$ cat src/elcr_map.vh
// register offsets, field positions and reset values of the event, limit and calibration bank
`ifndef ELCR_MAP_VH
`define ELCR_MAP_VH
`define ELCR_ADDR_W 16
`define ELCR_CAL_CURRENT 16'h004c
`define ELCR_CAL_VOLTAGE 16'h0050
`define ELCR_CAL_ACTIVE 16'h0052
`define ELCR_CAL_REACTIVE 16'h0056
`define ELCR_ACC_EXP 16'h005a
`define ELCR_RSVD_A 16'h005c
`define ELCR_OC_LIMIT 16'h005e
`define ELCR_RSVD_B 16'h0062
`define ELCR_OP_LIMIT 16'h0064
`define ELCR_RSVD_C 16'h0068
`define ELCR_HF_LIMIT 16'h006a
`define ELCR_LF_LIMIT 16'h006c
`define ELCR_HT_LIMIT 16'h006e
`define ELCR_LT_LIMIT 16'h0070
`define ELCR_SAG_LIMIT 16'h0072
`define ELCR_SURGE_LIMIT 16'h0074
`define ELCR_OC_HOLD 16'h0076
`define ELCR_RSVD_D 16'h0078
`define ELCR_OP_HOLD 16'h007a
`define ELCR_RSVD_E 16'h007c
`define ELCR_HF_HOLD 16'h007e
`define ELCR_LF_HOLD 16'h0080
`define ELCR_HT_HOLD 16'h0082
`define ELCR_LT_HOLD 16'h0084
`define ELCR_RSVD_F 16'h0086
`define ELCR_EVT_STATUS 16'h001c
`define ELCR_EVT_ENABLE 16'h008a
`define ELCR_EV_OC 0
`define ELCR_EV_OP 1
`define ELCR_EV_HF 2
`define ELCR_EV_LF 3
`define ELCR_EV_HT 4
`define ELCR_EV_LT 5
`define ELCR_EV_SAG 6
`define ELCR_EV_SURGE 7
`define ELCR_EV_N 8
`define ELCR_RESET_16 16'h0000
`define ELCR_RESET_32 32'h00000000
`endif

$ cat src/elcr_bank.v
// event limit and calibration register bank with threshold hold logic
`timescale 1ns/1ps
// Notes on behaviour
// - a computation cycle is two to the power N line cycles, N being the accumulation exponent, held at 2^31 for N above 31.
// - rms current above the 32-bit over-current threshold records an event.
// - the over-current event waits until the breach has lasted the over-current hold count.
// - active power above the 32-bit over-power threshold records an event.
// - the over-power event waits until the breach has lasted the over-power hold count.
// - frequency above its threshold for its hold count records an over-frequency event.
// - frequency below its threshold for its hold count records an under-frequency event.
// - temperature above its threshold for its hold count records an over-temperature event.
// - temperature below its threshold for its hold count records an under-temperature event.
// - rms voltage is compared with separate sag and surge thresholds to record those events.
// - writable calibration targets for current, voltage, active and reactive power are held.
// - recorded events show in a read-only status register, only where enabled.
// - a 16-bit event enable register decides which events may be recorded.
`include "elcr_map.vh"
module elcr_bank (
  input wire clock,
  input wire rstn,
  input wire clk_en,
  input wire wr_en,
  input wire rd_en,
  input wire [15:0] addr,
  input wire [31:0] wr_data,
  output reg [31:0] rd_data,
  output reg rd_valid,
  input wire line_cycle,
  input wire [31:0] meas_current,
  input wire [15:0] meas_voltage,
  input wire [31:0] meas_power,
  input wire [15:0] meas_freq,
  input wire [15:0] meas_temp,
  input wire evt_clear,
  input wire [15:0] evt_clear_mask,
  output reg comp_done,
  output reg [15:0] evt_status,
  output wire [15:0] accum_exponent_out,
  output wire [31:0] cal_current_out,
  output wire [15:0] cal_voltage_out,
  output wire [31:0] cal_active_out,
  output wire [31:0] cal_reactive_out
);
  reg [31:0] cal_target_current;
  reg [15:0] cal_target_voltage;
  reg [31:0] cal_target_active_power;
  reg [31:0] cal_target_reactive_power;
  reg [15:0] accumulation_exponent;
  reg [31:0] overcurrent_threshold;
  reg [31:0] overpower_threshold;
  reg [15:0] high_freq_threshold;
  reg [15:0] low_freq_threshold;
  reg [15:0] high_temp_threshold;
  reg [15:0] low_temp_threshold;
  reg [15:0] sag_threshold;
  reg [15:0] surge_threshold;
  reg [15:0] overcurrent_hold_cycles;
  reg [15:0] overpower_hold_cycles;
  reg [15:0] high_freq_hold_cycles;
  reg [15:0] low_freq_hold_cycles;
  reg [15:0] high_temp_hold_cycles;
  reg [15:0] low_temp_hold_cycles;
  reg [15:0] event_enable;
  reg [31:0] line_count;
  reg [16:0] hold_count [0:`ELCR_EV_N-1];
  reg [`ELCR_EV_N-1:0] breach;
  reg [15:0] hold_limit [0:`ELCR_EV_N-1];
  reg [15:0] next_status;
  reg [16:0] next_count [0:`ELCR_EV_N-1];
  reg [31:0] next_rd;
  wire [31:0] period_lines;
  wire period_end;
  wire [4:0] sel;
  integer i;
  integer j;

  // select codes for mapped words; reserved and unmapped offsets share the none code
  localparam [4:0] SEL_NONE = 5'h00;
  localparam [4:0] SEL_CAL_CUR = 5'h01;
  localparam [4:0] SEL_CAL_VOLT = 5'h02;
  localparam [4:0] SEL_CAL_ACT = 5'h03;
  localparam [4:0] SEL_CAL_REACT = 5'h04;
  localparam [4:0] SEL_ACC_EXP = 5'h05;
  localparam [4:0] SEL_OC_LIM = 5'h06;
  localparam [4:0] SEL_OP_LIM = 5'h07;
  localparam [4:0] SEL_HF_LIM = 5'h08;
  localparam [4:0] SEL_LF_LIM = 5'h09;
  localparam [4:0] SEL_HT_LIM = 5'h0a;
  localparam [4:0] SEL_LT_LIM = 5'h0b;
  localparam [4:0] SEL_SAG_LIM = 5'h0c;
  localparam [4:0] SEL_SURGE_LIM = 5'h0d;
  localparam [4:0] SEL_OC_HOLD = 5'h0e;
  localparam [4:0] SEL_OP_HOLD = 5'h0f;
  localparam [4:0] SEL_HF_HOLD = 5'h10;
  localparam [4:0] SEL_LF_HOLD = 5'h11;
  localparam [4:0] SEL_HT_HOLD = 5'h12;
  localparam [4:0] SEL_LT_HOLD = 5'h13;
  localparam [4:0] SEL_STATUS = 5'h14;
  localparam [4:0] SEL_ENABLE = 5'h15;

  assign accum_exponent_out = accumulation_exponent;
  assign cal_current_out = cal_target_current;
  assign cal_voltage_out = cal_target_voltage;
  assign cal_active_out = cal_target_active_power;
  assign cal_reactive_out = cal_target_reactive_power;

  // exponents of 32 or more saturate at the widest period the counter holds
  function [31:0] pow2;
    input [15:0] n;
    begin
      if (n > 16'd31) begin
        pow2 = 32'h80000000;
      end else begin
        pow2 = 32'h00000001 << n[4:0];
      end
    end
  endfunction

  // saturating increment so a very long breach never wraps back below the hold count
  function [16:0] sat_inc;
    input [16:0] v;
    begin
      sat_inc = (v == 17'h1ffff) ? v : v + 17'h00001;
    end
  endfunction

  // one address decode serves the read mux and the write port, so they never disagree
  function [4:0] reg_sel;
    input [15:0] a;
    begin
      case (a)
        `ELCR_CAL_CURRENT: reg_sel = SEL_CAL_CUR;
        `ELCR_CAL_VOLTAGE: reg_sel = SEL_CAL_VOLT;
        `ELCR_CAL_ACTIVE: reg_sel = SEL_CAL_ACT;
        `ELCR_CAL_REACTIVE: reg_sel = SEL_CAL_REACT;
        `ELCR_ACC_EXP: reg_sel = SEL_ACC_EXP;
        `ELCR_OC_LIMIT: reg_sel = SEL_OC_LIM;
        `ELCR_OP_LIMIT: reg_sel = SEL_OP_LIM;
        `ELCR_HF_LIMIT: reg_sel = SEL_HF_LIM;
        `ELCR_LF_LIMIT: reg_sel = SEL_LF_LIM;
        `ELCR_HT_LIMIT: reg_sel = SEL_HT_LIM;
        `ELCR_LT_LIMIT: reg_sel = SEL_LT_LIM;
        `ELCR_SAG_LIMIT: reg_sel = SEL_SAG_LIM;
        `ELCR_SURGE_LIMIT: reg_sel = SEL_SURGE_LIM;
        `ELCR_OC_HOLD: reg_sel = SEL_OC_HOLD;
        `ELCR_OP_HOLD: reg_sel = SEL_OP_HOLD;
        `ELCR_HF_HOLD: reg_sel = SEL_HF_HOLD;
        `ELCR_LF_HOLD: reg_sel = SEL_LF_HOLD;
        `ELCR_HT_HOLD: reg_sel = SEL_HT_HOLD;
        `ELCR_LT_HOLD: reg_sel = SEL_LT_HOLD;
        `ELCR_EVT_STATUS: reg_sel = SEL_STATUS;
        `ELCR_EVT_ENABLE: reg_sel = SEL_ENABLE;
        default: reg_sel = SEL_NONE;
      endcase
    end
  endfunction

  assign sel = reg_sel(addr);
  assign period_lines = pow2(accumulation_exponent);
  assign period_end = line_cycle && (line_count + 32'h00000001 >= period_lines);

  always @* begin
    breach[`ELCR_EV_OC] = meas_current > overcurrent_threshold;
    breach[`ELCR_EV_OP] = meas_power > overpower_threshold;
    breach[`ELCR_EV_HF] = meas_freq > high_freq_threshold;
    breach[`ELCR_EV_LF] = meas_freq < low_freq_threshold;
    breach[`ELCR_EV_HT] = meas_temp > high_temp_threshold;
    breach[`ELCR_EV_LT] = meas_temp < low_temp_threshold;
    breach[`ELCR_EV_SAG] = meas_voltage < sag_threshold;
    breach[`ELCR_EV_SURGE] = meas_voltage > surge_threshold;
    hold_limit[`ELCR_EV_OC] = overcurrent_hold_cycles;
    hold_limit[`ELCR_EV_OP] = overpower_hold_cycles;
    hold_limit[`ELCR_EV_HF] = high_freq_hold_cycles;
    hold_limit[`ELCR_EV_LF] = low_freq_hold_cycles;
    hold_limit[`ELCR_EV_HT] = high_temp_hold_cycles;
    hold_limit[`ELCR_EV_LT] = low_temp_hold_cycles;
    // sag and surge have no hold register, so they record on the first breach
    hold_limit[`ELCR_EV_SAG] = 16'h0001;
    hold_limit[`ELCR_EV_SURGE] = 16'h0001;
  end

  // read mux; reserved words and unmapped offsets read as zero
  always @* begin
    case (sel)
      SEL_CAL_CUR: next_rd = cal_target_current;
      SEL_CAL_VOLT: next_rd = {16'h0000, cal_target_voltage};
      SEL_CAL_ACT: next_rd = cal_target_active_power;
      SEL_CAL_REACT: next_rd = cal_target_reactive_power;
      SEL_ACC_EXP: next_rd = {16'h0000, accumulation_exponent};
      SEL_OC_LIM: next_rd = overcurrent_threshold;
      SEL_OP_LIM: next_rd = overpower_threshold;
      SEL_HF_LIM: next_rd = {16'h0000, high_freq_threshold};
      SEL_LF_LIM: next_rd = {16'h0000, low_freq_threshold};
      SEL_HT_LIM: next_rd = {16'h0000, high_temp_threshold};
      SEL_LT_LIM: next_rd = {16'h0000, low_temp_threshold};
      SEL_SAG_LIM: next_rd = {16'h0000, sag_threshold};
      SEL_SURGE_LIM: next_rd = {16'h0000, surge_threshold};
      SEL_OC_HOLD: next_rd = {16'h0000, overcurrent_hold_cycles};
      SEL_OP_HOLD: next_rd = {16'h0000, overpower_hold_cycles};
      SEL_HF_HOLD: next_rd = {16'h0000, high_freq_hold_cycles};
      SEL_LF_HOLD: next_rd = {16'h0000, low_freq_hold_cycles};
      SEL_HT_HOLD: next_rd = {16'h0000, high_temp_hold_cycles};
      SEL_LT_HOLD: next_rd = {16'h0000, low_temp_hold_cycles};
      SEL_STATUS: next_rd = {16'h0000, evt_status};
      SEL_ENABLE: next_rd = {16'h0000, event_enable};
      default: next_rd = 32'h00000000;
    endcase
  end

  // register writes; the status word is read-only and ignores writes
  always @(posedge clock or negedge rstn) begin
    if (!rstn) begin
      cal_target_current <= `ELCR_RESET_32;
      cal_target_voltage <= `ELCR_RESET_16;
      cal_target_active_power <= `ELCR_RESET_32;
      cal_target_reactive_power <= `ELCR_RESET_32;
      accumulation_exponent <= `ELCR_RESET_16;
      overcurrent_threshold <= `ELCR_RESET_32;
      overpower_threshold <= `ELCR_RESET_32;
      high_freq_threshold <= `ELCR_RESET_16;
      low_freq_threshold <= `ELCR_RESET_16;
      high_temp_threshold <= `ELCR_RESET_16;
      low_temp_threshold <= `ELCR_RESET_16;
      sag_threshold <= `ELCR_RESET_16;
      surge_threshold <= `ELCR_RESET_16;
      overcurrent_hold_cycles <= `ELCR_RESET_16;
      overpower_hold_cycles <= `ELCR_RESET_16;
      high_freq_hold_cycles <= `ELCR_RESET_16;
      low_freq_hold_cycles <= `ELCR_RESET_16;
      high_temp_hold_cycles <= `ELCR_RESET_16;
      low_temp_hold_cycles <= `ELCR_RESET_16;
      event_enable <= `ELCR_RESET_16;
      rd_data <= 32'h00000000;
      rd_valid <= 1'b0;
    end else if (clk_en) begin
      rd_valid <= rd_en;
      if (rd_en) begin
        rd_data <= next_rd;
      end
      if (wr_en) begin
        case (sel)
          SEL_CAL_CUR: cal_target_current <= wr_data;
          SEL_CAL_VOLT: cal_target_voltage <= wr_data[15:0];
          SEL_CAL_ACT: cal_target_active_power <= wr_data;
          SEL_CAL_REACT: cal_target_reactive_power <= wr_data;
          SEL_ACC_EXP: accumulation_exponent <= wr_data[15:0];
          SEL_OC_LIM: overcurrent_threshold <= wr_data;
          SEL_OP_LIM: overpower_threshold <= wr_data;
          SEL_HF_LIM: high_freq_threshold <= wr_data[15:0];
          SEL_LF_LIM: low_freq_threshold <= wr_data[15:0];
          SEL_HT_LIM: high_temp_threshold <= wr_data[15:0];
          SEL_LT_LIM: low_temp_threshold <= wr_data[15:0];
          SEL_SAG_LIM: sag_threshold <= wr_data[15:0];
          SEL_SURGE_LIM: surge_threshold <= wr_data[15:0];
          SEL_OC_HOLD: overcurrent_hold_cycles <= wr_data[15:0];
          SEL_OP_HOLD: overpower_hold_cycles <= wr_data[15:0];
          SEL_HF_HOLD: high_freq_hold_cycles <= wr_data[15:0];
          SEL_LF_HOLD: low_freq_hold_cycles <= wr_data[15:0];
          SEL_HT_HOLD: high_temp_hold_cycles <= wr_data[15:0];
          SEL_LT_HOLD: low_temp_hold_cycles <= wr_data[15:0];
          SEL_ENABLE: event_enable <= wr_data[15:0];
          default: begin
          end
        endcase
      end
    end
  end

  // computation cycle timing from line cycles
  always @(posedge clock or negedge rstn) begin
    if (!rstn) begin
      line_count <= 32'h00000000;
      comp_done <= 1'b0;
    end else if (clk_en) begin
      comp_done <= period_end;
      if (period_end) begin
        line_count <= 32'h00000000;
      end else if (line_cycle) begin
        line_count <= line_count + 32'h00000001;
      end
    end
  end

  // next hold counts and flags; a set in the clear cycle wins over the clear
  always @* begin
    next_status = evt_status;
    if (evt_clear) begin
      next_status = next_status & ~evt_clear_mask;
    end
    for (j = 0; j < `ELCR_EV_N; j = j + 1) begin
      next_count[j] = hold_count[j];
      if (period_end) begin
        if (breach[j] && event_enable[j]) begin
          next_count[j] = sat_inc(hold_count[j]);
          if (next_count[j] >= {1'b0, hold_limit[j]}) begin
            next_status[j] = 1'b1;
          end
        end else begin
          next_count[j] = 17'h00000;
        end
      end
    end
  end

  // hold counters and sticky event flags
  always @(posedge clock or negedge rstn) begin
    if (!rstn) begin
      for (i = 0; i < `ELCR_EV_N; i = i + 1) begin
        hold_count[i] <= 17'h00000;
      end
      evt_status <= 16'h0000;
    end else if (clk_en) begin
      for (i = 0; i < `ELCR_EV_N; i = i + 1) begin
        hold_count[i] <= next_count[i];
      end
      evt_status <= next_status;
    end
  end
endmodule

$ cat config.mk
export PLATFORM = sky130hd
export DESIGN_NAME = elcr_bank
export DESIGN_NICKNAME = d
export VERILOG_FILES = /design/src/elcr_bank.v
export VERILOG_INCLUDE_DIRS = /design/src
export SDC_FILE = /design/constraint.sdc
export NUM_CORES = 2
export LEC_CHECK = 0
export ABC_AREA = 1
export BUFFER_PORTS_ARGS = -buffer_cell sky130_fd_sc_hd__buf_2
export CAP_MARGIN = 0
export CELL_PAD_IN_SITES_DETAIL_PLACEMENT = 1
export CELL_PAD_IN_SITES_GLOBAL_PLACEMENT = 1
export CORE_MARGIN = 2
export CORE_UTILIZATION = 45
export CTS_CLUSTER_DIAMETER = 150
export DETAILED_ROUTE_END_ITERATION = 12
export PLACE_DENSITY_LB_ADDON = 0.12
export SLEW_MARGIN = 5
export SYNTH_ARGS = -nofsm -noshare
export SYNTH_HDL_FRONTEND = slang
export SYNTH_SLANG_ARGS = --single-unit
$ cat constraint.sdc
create_clock -name clock -period 4.75 [get_ports clock]
set_clock_uncertainty 0.1 [all_clocks]
set_input_delay 0.95 -clock clock [delete_from_list [all_inputs] [get_ports clock]]
set_output_delay 0.95 -clock clock [all_outputs]
set_load 0.03 [all_outputs]
==> report_table.html <==
<table>
<tr><th>Metric</th><th>Value</th></tr>
<tr><th colspan="2">Setup path</th></tr>
<tr><td>Startpoint class of the critical path</td><td>register</td></tr>
<tr><td>Endpoint arrival time on the critical path</td><td>4.65 ns</td></tr>
<tr><td>Register-to-Register Path Depth</td><td>22</td></tr>
<tr><td>Worst Path Required</td><td>5.18 ns</td></tr>
<tr><td>Largest fanout on the critical path</td><td>31</td></tr>
<tr><td>Worst reg2reg setup slack</td><td>0.53 ns</td></tr>
<tr><td>Worst reg2reg path startpoint</td><td>line_count[0]</td></tr>
<tr><td>Critical Path Sink Type</td><td>register</td></tr>
<tr><td>R2R Path End</td><td>hold_count[27]</td></tr>
<tr><td>Critical Setup Path Class</td><td>reg -&gt; reg</td></tr>
<tr><th colspan="2">Floorplan</th></tr>
<tr><td>Total I/O pin count</td><td>361</td></tr>
<tr><td>Die area</td><td>85,000 sq um</td></tr>
<tr><td>Y dimension of the die</td><td>292 microns</td></tr>
<tr><td>Width of the chip</td><td>292 microns</td></tr>
<tr><td>Number of cell rows</td><td>105</td></tr>
<tr><td>Core ar.</td><td>82,000 sq um</td></tr>
<tr><td>Initial Utilization</td><td>0.454</td></tr>
<tr><th colspan="2">Placed design</th></tr>
<tr><td>Placer Congestion</td><td>0.941</td></tr>
<tr><td>Number of input and output port buffers inserted</td><td>360</td></tr>
<tr><td>DPL Wire Length</td><td>107,000 microns</td></tr>
<tr><td>Worst-case setup slack after placement</td><td>0.425 ns</td></tr>
<tr><th colspan="2">Finish</th></tr>
<tr><td>Number of fillers in the final layout</td><td>10,300</td></tr>
<tr><td>Ratio of cells with drive above 1 in the final layout</td><td>0.124</td></tr>
<tr><td>Sequential cell area</td><td>15,500 sq um</td></tr>
<tr><td>Area Overhead vs Synth</td><td>14.5%</td></tr>
<tr><td>Area of the multi-input gates</td><td>18,600 sq um</td></tr>
<tr><td>Net count of the finished layout</td><td>5,622</td></tr>
<tr><th colspan="2">Timing</th></tr>
<tr><td>Number of pins exceeding their max-slew limit in the final report</td><td>0</td></tr>
<tr><td>Summed negative setup slack over all endpoints</td><td>0 ns</td></tr>
<tr><td>Slew at the pin closest to its max-slew limit</td><td>1.15 ns</td></tr>
<tr><td>Fin worst setup slack</td><td>0.533 ns</td></tr>
<tr><td>Clock period minus final worst setup slack</td><td>4.22 ns</td></tr>
<tr><td>Final worst hold slack</td><td>0.295 ns</td></tr>
<tr><td>Unrepaired setup endpoints after global routing</td><td>no</td></tr>
<tr><td>Count of endpoints failing setup in the final report</td><td>0</td></tr>
<tr><td>Final Hold Fails</td><td>0</td></tr>
<tr><td>Achievable frequency</td><td>0.237 GHz</td></tr>
<tr><td>Period utilisation layout</td><td>0.888</td></tr>
<tr><td>Worst slew margin</td><td>0.228</td></tr>
<tr><th colspan="2">Synth</th></tr>
<tr><td>Seq/Total Area, Yosys</td><td>0.416</td></tr>
<tr><td>Number of distinct standard cells referenced by the synthesized netlist</td><td>60</td></tr>
<tr><td>Total of warnings raised by yosys</td><td>0</td></tr>
<tr><td>Share of synthesized flip-flops with an asynchronous set or reset</td><td>1.00</td></tr>
<tr><td>Commonest register cell after synthesis</td><td>sky130_fd_sc_hd__dfrtp_1</td></tr>
<tr><td>Synthesized area per cell</td><td>7.69 sq um</td></tr>
<tr><td>Total nets after synthesis</td><td>5,319</td></tr>
<tr><td>Compound-Gate Fraction of Synth Area</td><td>0.143</td></tr>
<tr><td>Cells after synthesis</td><td>4,842</td></tr>
<tr><td>Synthesis-stage register bit count</td><td>618</td></tr>
<tr><td>Simple-gate area share of the yosys netlist</td><td>0.234</td></tr>
<tr><td>Post-synthesis instance area</td><td>37,200 sq um</td></tr>
<tr><td>Area share of fa/ha/maj cells after synthesis</td><td>0.0988</td></tr>
<tr><td>Dominant combinational cell family by area after synthesis</td><td>simple AND/OR/NAND/NOR gates</td></tr>
<tr><td>XOR/XNOR share of the synthesized area</td><td>0.0230</td></tr>
<tr><td>Number of synthesized flops with an enable pin</td><td>0</td></tr>
<tr><td>Proportion of synthesized area in mux cells</td><td>0.000538</td></tr>
<tr><th colspan="2">Route</th></tr>
<tr><td>Remaining DRCs</td><td>0</td></tr>
<tr><td>First-iteration detailed-routing DRC count</td><td>2,621</td></tr>
<tr><td>Router iterations before antenna repair</td><td>5</td></tr>
<tr><td>Post-detailed-route count of antenna-violating nets</td><td>0</td></tr>
<tr><td>Average vias per placed instance</td><td>5.66</td></tr>
<tr><td>Vias after detailed routing</td><td>35,600</td></tr>
<tr><td>Routed WL</td><td>144,000 microns</td></tr>
<tr><td>Mean routed wirelength per cell</td><td>22.9 microns</td></tr>
<tr><th colspan="2">Clock network</th></tr>
<tr><td>CTS sink cnt</td><td>618</td></tr>
<tr><td>Insertion delay of the later-clocked pin in the worst-skew pair</td><td>0.64 ns</td></tr>
<tr><td>Number of setup buffers added after CTS</td><td>0</td></tr>
<tr><td>Number of CTS-inserted buffers</td><td>73</td></tr>
<tr><td>TritonCTS clock tree</td><td>yes</td></tr>
<tr><td>Clk pin slew, worst setup/hold paths</td><td>0.06 ns</td></tr>
<tr><td>Number of buffers between clock root and the deepest sink</td><td>3</td></tr>
<tr><td>Clock tree root driver cell</td><td>sky130_fd_sc_hd__clkbuf_16</td></tr>
<tr><td>Depth of the CTS H-tree</td><td>3</td></tr>
<tr><th colspan="2">Global routing</th></tr>
<tr><td>Total global-route track usage</td><td>0.338</td></tr>
<tr><td>Antenna violations before repair</td><td>23</td></tr>
<tr><td>Global-route wire length before repair</td><td>221,000 microns</td></tr>
<tr><td>Remaining global-route overflow</td><td>0</td></tr>
<tr><td>Largest net degree at the start of global routing</td><td>96</td></tr>
<tr><td>Vias in the first global route</td><td>36,900</td></tr>
<tr><th colspan="2">Power and ir drop</th></tr>
<tr><td>Total power divided by cell area</td><td>299 nW/um^2</td></tr>
<tr><td>Leakage power of the design</td><td>20.8 nW</td></tr>
<tr><td>Maximum vdd drop</td><td>0.265 mV</td></tr>
<tr><td>Overall power consumption</td><td>12.7 mW</td></tr>
<tr><th colspan="2">Min path</th></tr>
<tr><td>Worst min-delay path category</td><td>in -&gt; async</td></tr>
<tr><th colspan="2">Status</th></tr>
<tr><td>Run status</td><td>completed</td></tr>
<tr><th colspan="2">Flow run</th></tr>
<tr><td>Number of max-capacitance violations reported</td><td>0</td></tr>
</table>
-- power breakdown --
part | total [mW] | switching [mW] | leakage [nW] | internal (mW)
combinational | 1.52 | 1.12 | 10.9 | 0.397
clock | 5.88 | 2.45 | 1.22 | 3.43
sequential | 5.35 | 0.0412 | 8.63 | 5.31
-- synth_stat cells, types with 6 or more instances --
master	number	area [sq um]
sky130_fd_sc_hd__nor2_1	319	1200
sky130_fd_sc_hd__o22ai_1	151	945
sky130_fd_sc_hd__a32o_1	9	90.1
sky130_fd_sc_hd__buf_2	38	190
sky130_fd_sc_hd__nand2_2	17	106
sky130_fd_sc_hd__o21ai_2	7	61.3
sky130_fd_sc_hd__nand3_2	6	60.1
sky130_fd_sc_hd__nor4_1	25	156
sky130_fd_sc_hd__nor3_1	67	335
sky130_fd_sc_hd__clkbuf_1	141	529
sky130_fd_sc_hd__buf_4	8	60.1
sky130_fd_sc_hd__a22o_1	16	140
sky130_fd_sc_hd__nand2_1	1263	4740
sky130_fd_sc_hd__nor2_2	15	93.8
sky130_fd_sc_hd__a21oi_1	143	716
sky130_fd_sc_hd__xor2_1	91	797
sky130_fd_sc_hd__dfrtp_1	618	15500
sky130_fd_sc_hd__nand3_1	212	1060
sky130_fd_sc_hd__inv_2	25	93.8
sky130_fd_sc_hd__o21ai_1	99	495
sky130_fd_sc_hd__nor3_2	8	80.1
sky130_fd_sc_hd__o21ai_0	499	2500
sky130_fd_sc_hd__o211ai_1	9	67.6
sky130_fd_sc_hd__ha_1	294	3680
sky130_fd_sc_hd__nand4_1	90	563
sky130_fd_sc_hd__inv_1	586	2200
-- metrics by stage --
step | area, sq um | instances | util
4_1_cts | 42600 | 6269 | 0.519
2_1_floorplan | 37200 | 4842 | -
3_3_place_gp | 40100 | 6140 | 0.489
5_1_grt | 42600 | 6288 | 0.520
3_5_place_dp | 40100 | 6140 | 0.489
6_report | 42600 | 6294 | 0.520
-- cell families after synthesis --
logic type,after synthesis
flip-flops,618
buffers and inverters,809
AO/OA/AOI/OAI,971
XOR/XNOR,97
multiplexers,2
adder cells (fa/ha/maj),294
AND/OR/NAND/NOR,2051
-- flip-flops by register name (all words and copies together), names as in the netlist, 32 cells and up --
| register | cells |
|---|---|
| rd_data | 32 |
| cal_current_out | 32 |
| hold_count | 136 |
| overcurrent_threshold | 32 |
| cal_reactive_out | 32 |
| cal_active_out | 32 |
| overpower_threshold | 32 |
| line_count | 32 |
-- per-layer routing --
| metal | GRT usage | up-vias | wire [microns] |
|---|---|---|---|
| met4 | 0.151 | 4 | 6690 |
| met2 | 0.539 | 1067 | 65600 |
| li1 | - | 16600 | - |
| met5 | 0 | - | 40 |
| met1 | 0.443 | 17600 | 61500 |
| met3 | 0.0693 | 293 | 10400 |
-- repair_timing --
| action | CTS | global route |
|---|---|---|
| gates resized for setup | 0 | 1 |
| hold buffers | 0 | 0 |
| endpoints found under the setup margin | 0 | 1 |
-- placed cells by master, fill, tap and decap left out, types with 74 or more instances in the layout --
cell                        netlist  final
sky130_fd_sc_hd__nand2_1       1263   1259
sky130_fd_sc_hd__o22ai_1        151    151
sky130_fd_sc_hd__xor2_1          91     91
sky130_fd_sc_hd__o21ai_1         99     99
sky130_fd_sc_hd__o21ai_0        499    499
sky130_fd_sc_hd__a21oi_1        143    143
sky130_fd_sc_hd__clkbuf_16        0     74
sky130_fd_sc_hd__nand3_1        212    210
sky130_fd_sc_hd__ha_1           294    294
sky130_fd_sc_hd__nor2_1         319    319
sky130_fd_sc_hd__dfrtp_1        618    618
sky130_fd_sc_hd__buf_2           38    359
sky130_fd_sc_hd__nand4_1         90     90
sky130_fd_sc_hd__inv_1          586    586
-- layout make-up --
type,count,share of cell area
sequential,618,0.363
tap,1070,0.0314
antenna,25,0.00147
clock inverter,28,0.00831
inverter,613,0.0540
clock buffer,101,0.0493
multi-input combinational,3415,0.436
timing repair buffer,424,0.0561
-- how the worst max path moves through the flow --
stage | from | cells past startpoint | slack [ns] | to
global placement | line_count[2] | 23 | 0.62 | hold_count[27]
global route | line_count[0] | 22 | 0.15 | hold_count[27]
detailed placement | line_count[0] | 22 | 0.42 | hold_count[27]
floorplan | accum_exponent_out[10] | 18 | 1.34 | hold_count[40]
finish | line_count[0] | 22 | 0.53 | hold_count[27]
CTS | line_count[0] | 22 | 0.37 | hold_count[27]
-- worst max-delay path, cell delays in order, from the launching register on --
cell	delay [ns]
sky130_fd_sc_hd__dfrtp_1	0.38
sky130_fd_sc_hd__ha_1	0.24
sky130_fd_sc_hd__nand2_1	0.09
sky130_fd_sc_hd__inv_1	0.10
sky130_fd_sc_hd__nand3_1	0.16
sky130_fd_sc_hd__nor2_1	0.19
sky130_fd_sc_hd__nand2_1	0.11
sky130_fd_sc_hd__nor2_1	0.20
sky130_fd_sc_hd__nand4_1	0.14
sky130_fd_sc_hd__xor2_1	0.21
sky130_fd_sc_hd__inv_1	0.06
sky130_fd_sc_hd__ha_1	0.27
sky130_fd_sc_hd__nand2_1	0.07
sky130_fd_sc_hd__nor2_2	0.16
sky130_fd_sc_hd__nand2_2	0.11
sky130_fd_sc_hd__nor4_4	0.19
sky130_fd_sc_hd__nand3_2	0.13
sky130_fd_sc_hd__nand3_2	0.20
sky130_fd_sc_hd__nand2_4	0.09
sky130_fd_sc_hd__clkinv_2	0.08
sky130_fd_sc_hd__buf_4	0.31
sky130_fd_sc_hd__nand2_2	0.27
sky130_fd_sc_hd__o21ai_0	0.23
(Power assumes the default switching activity.)
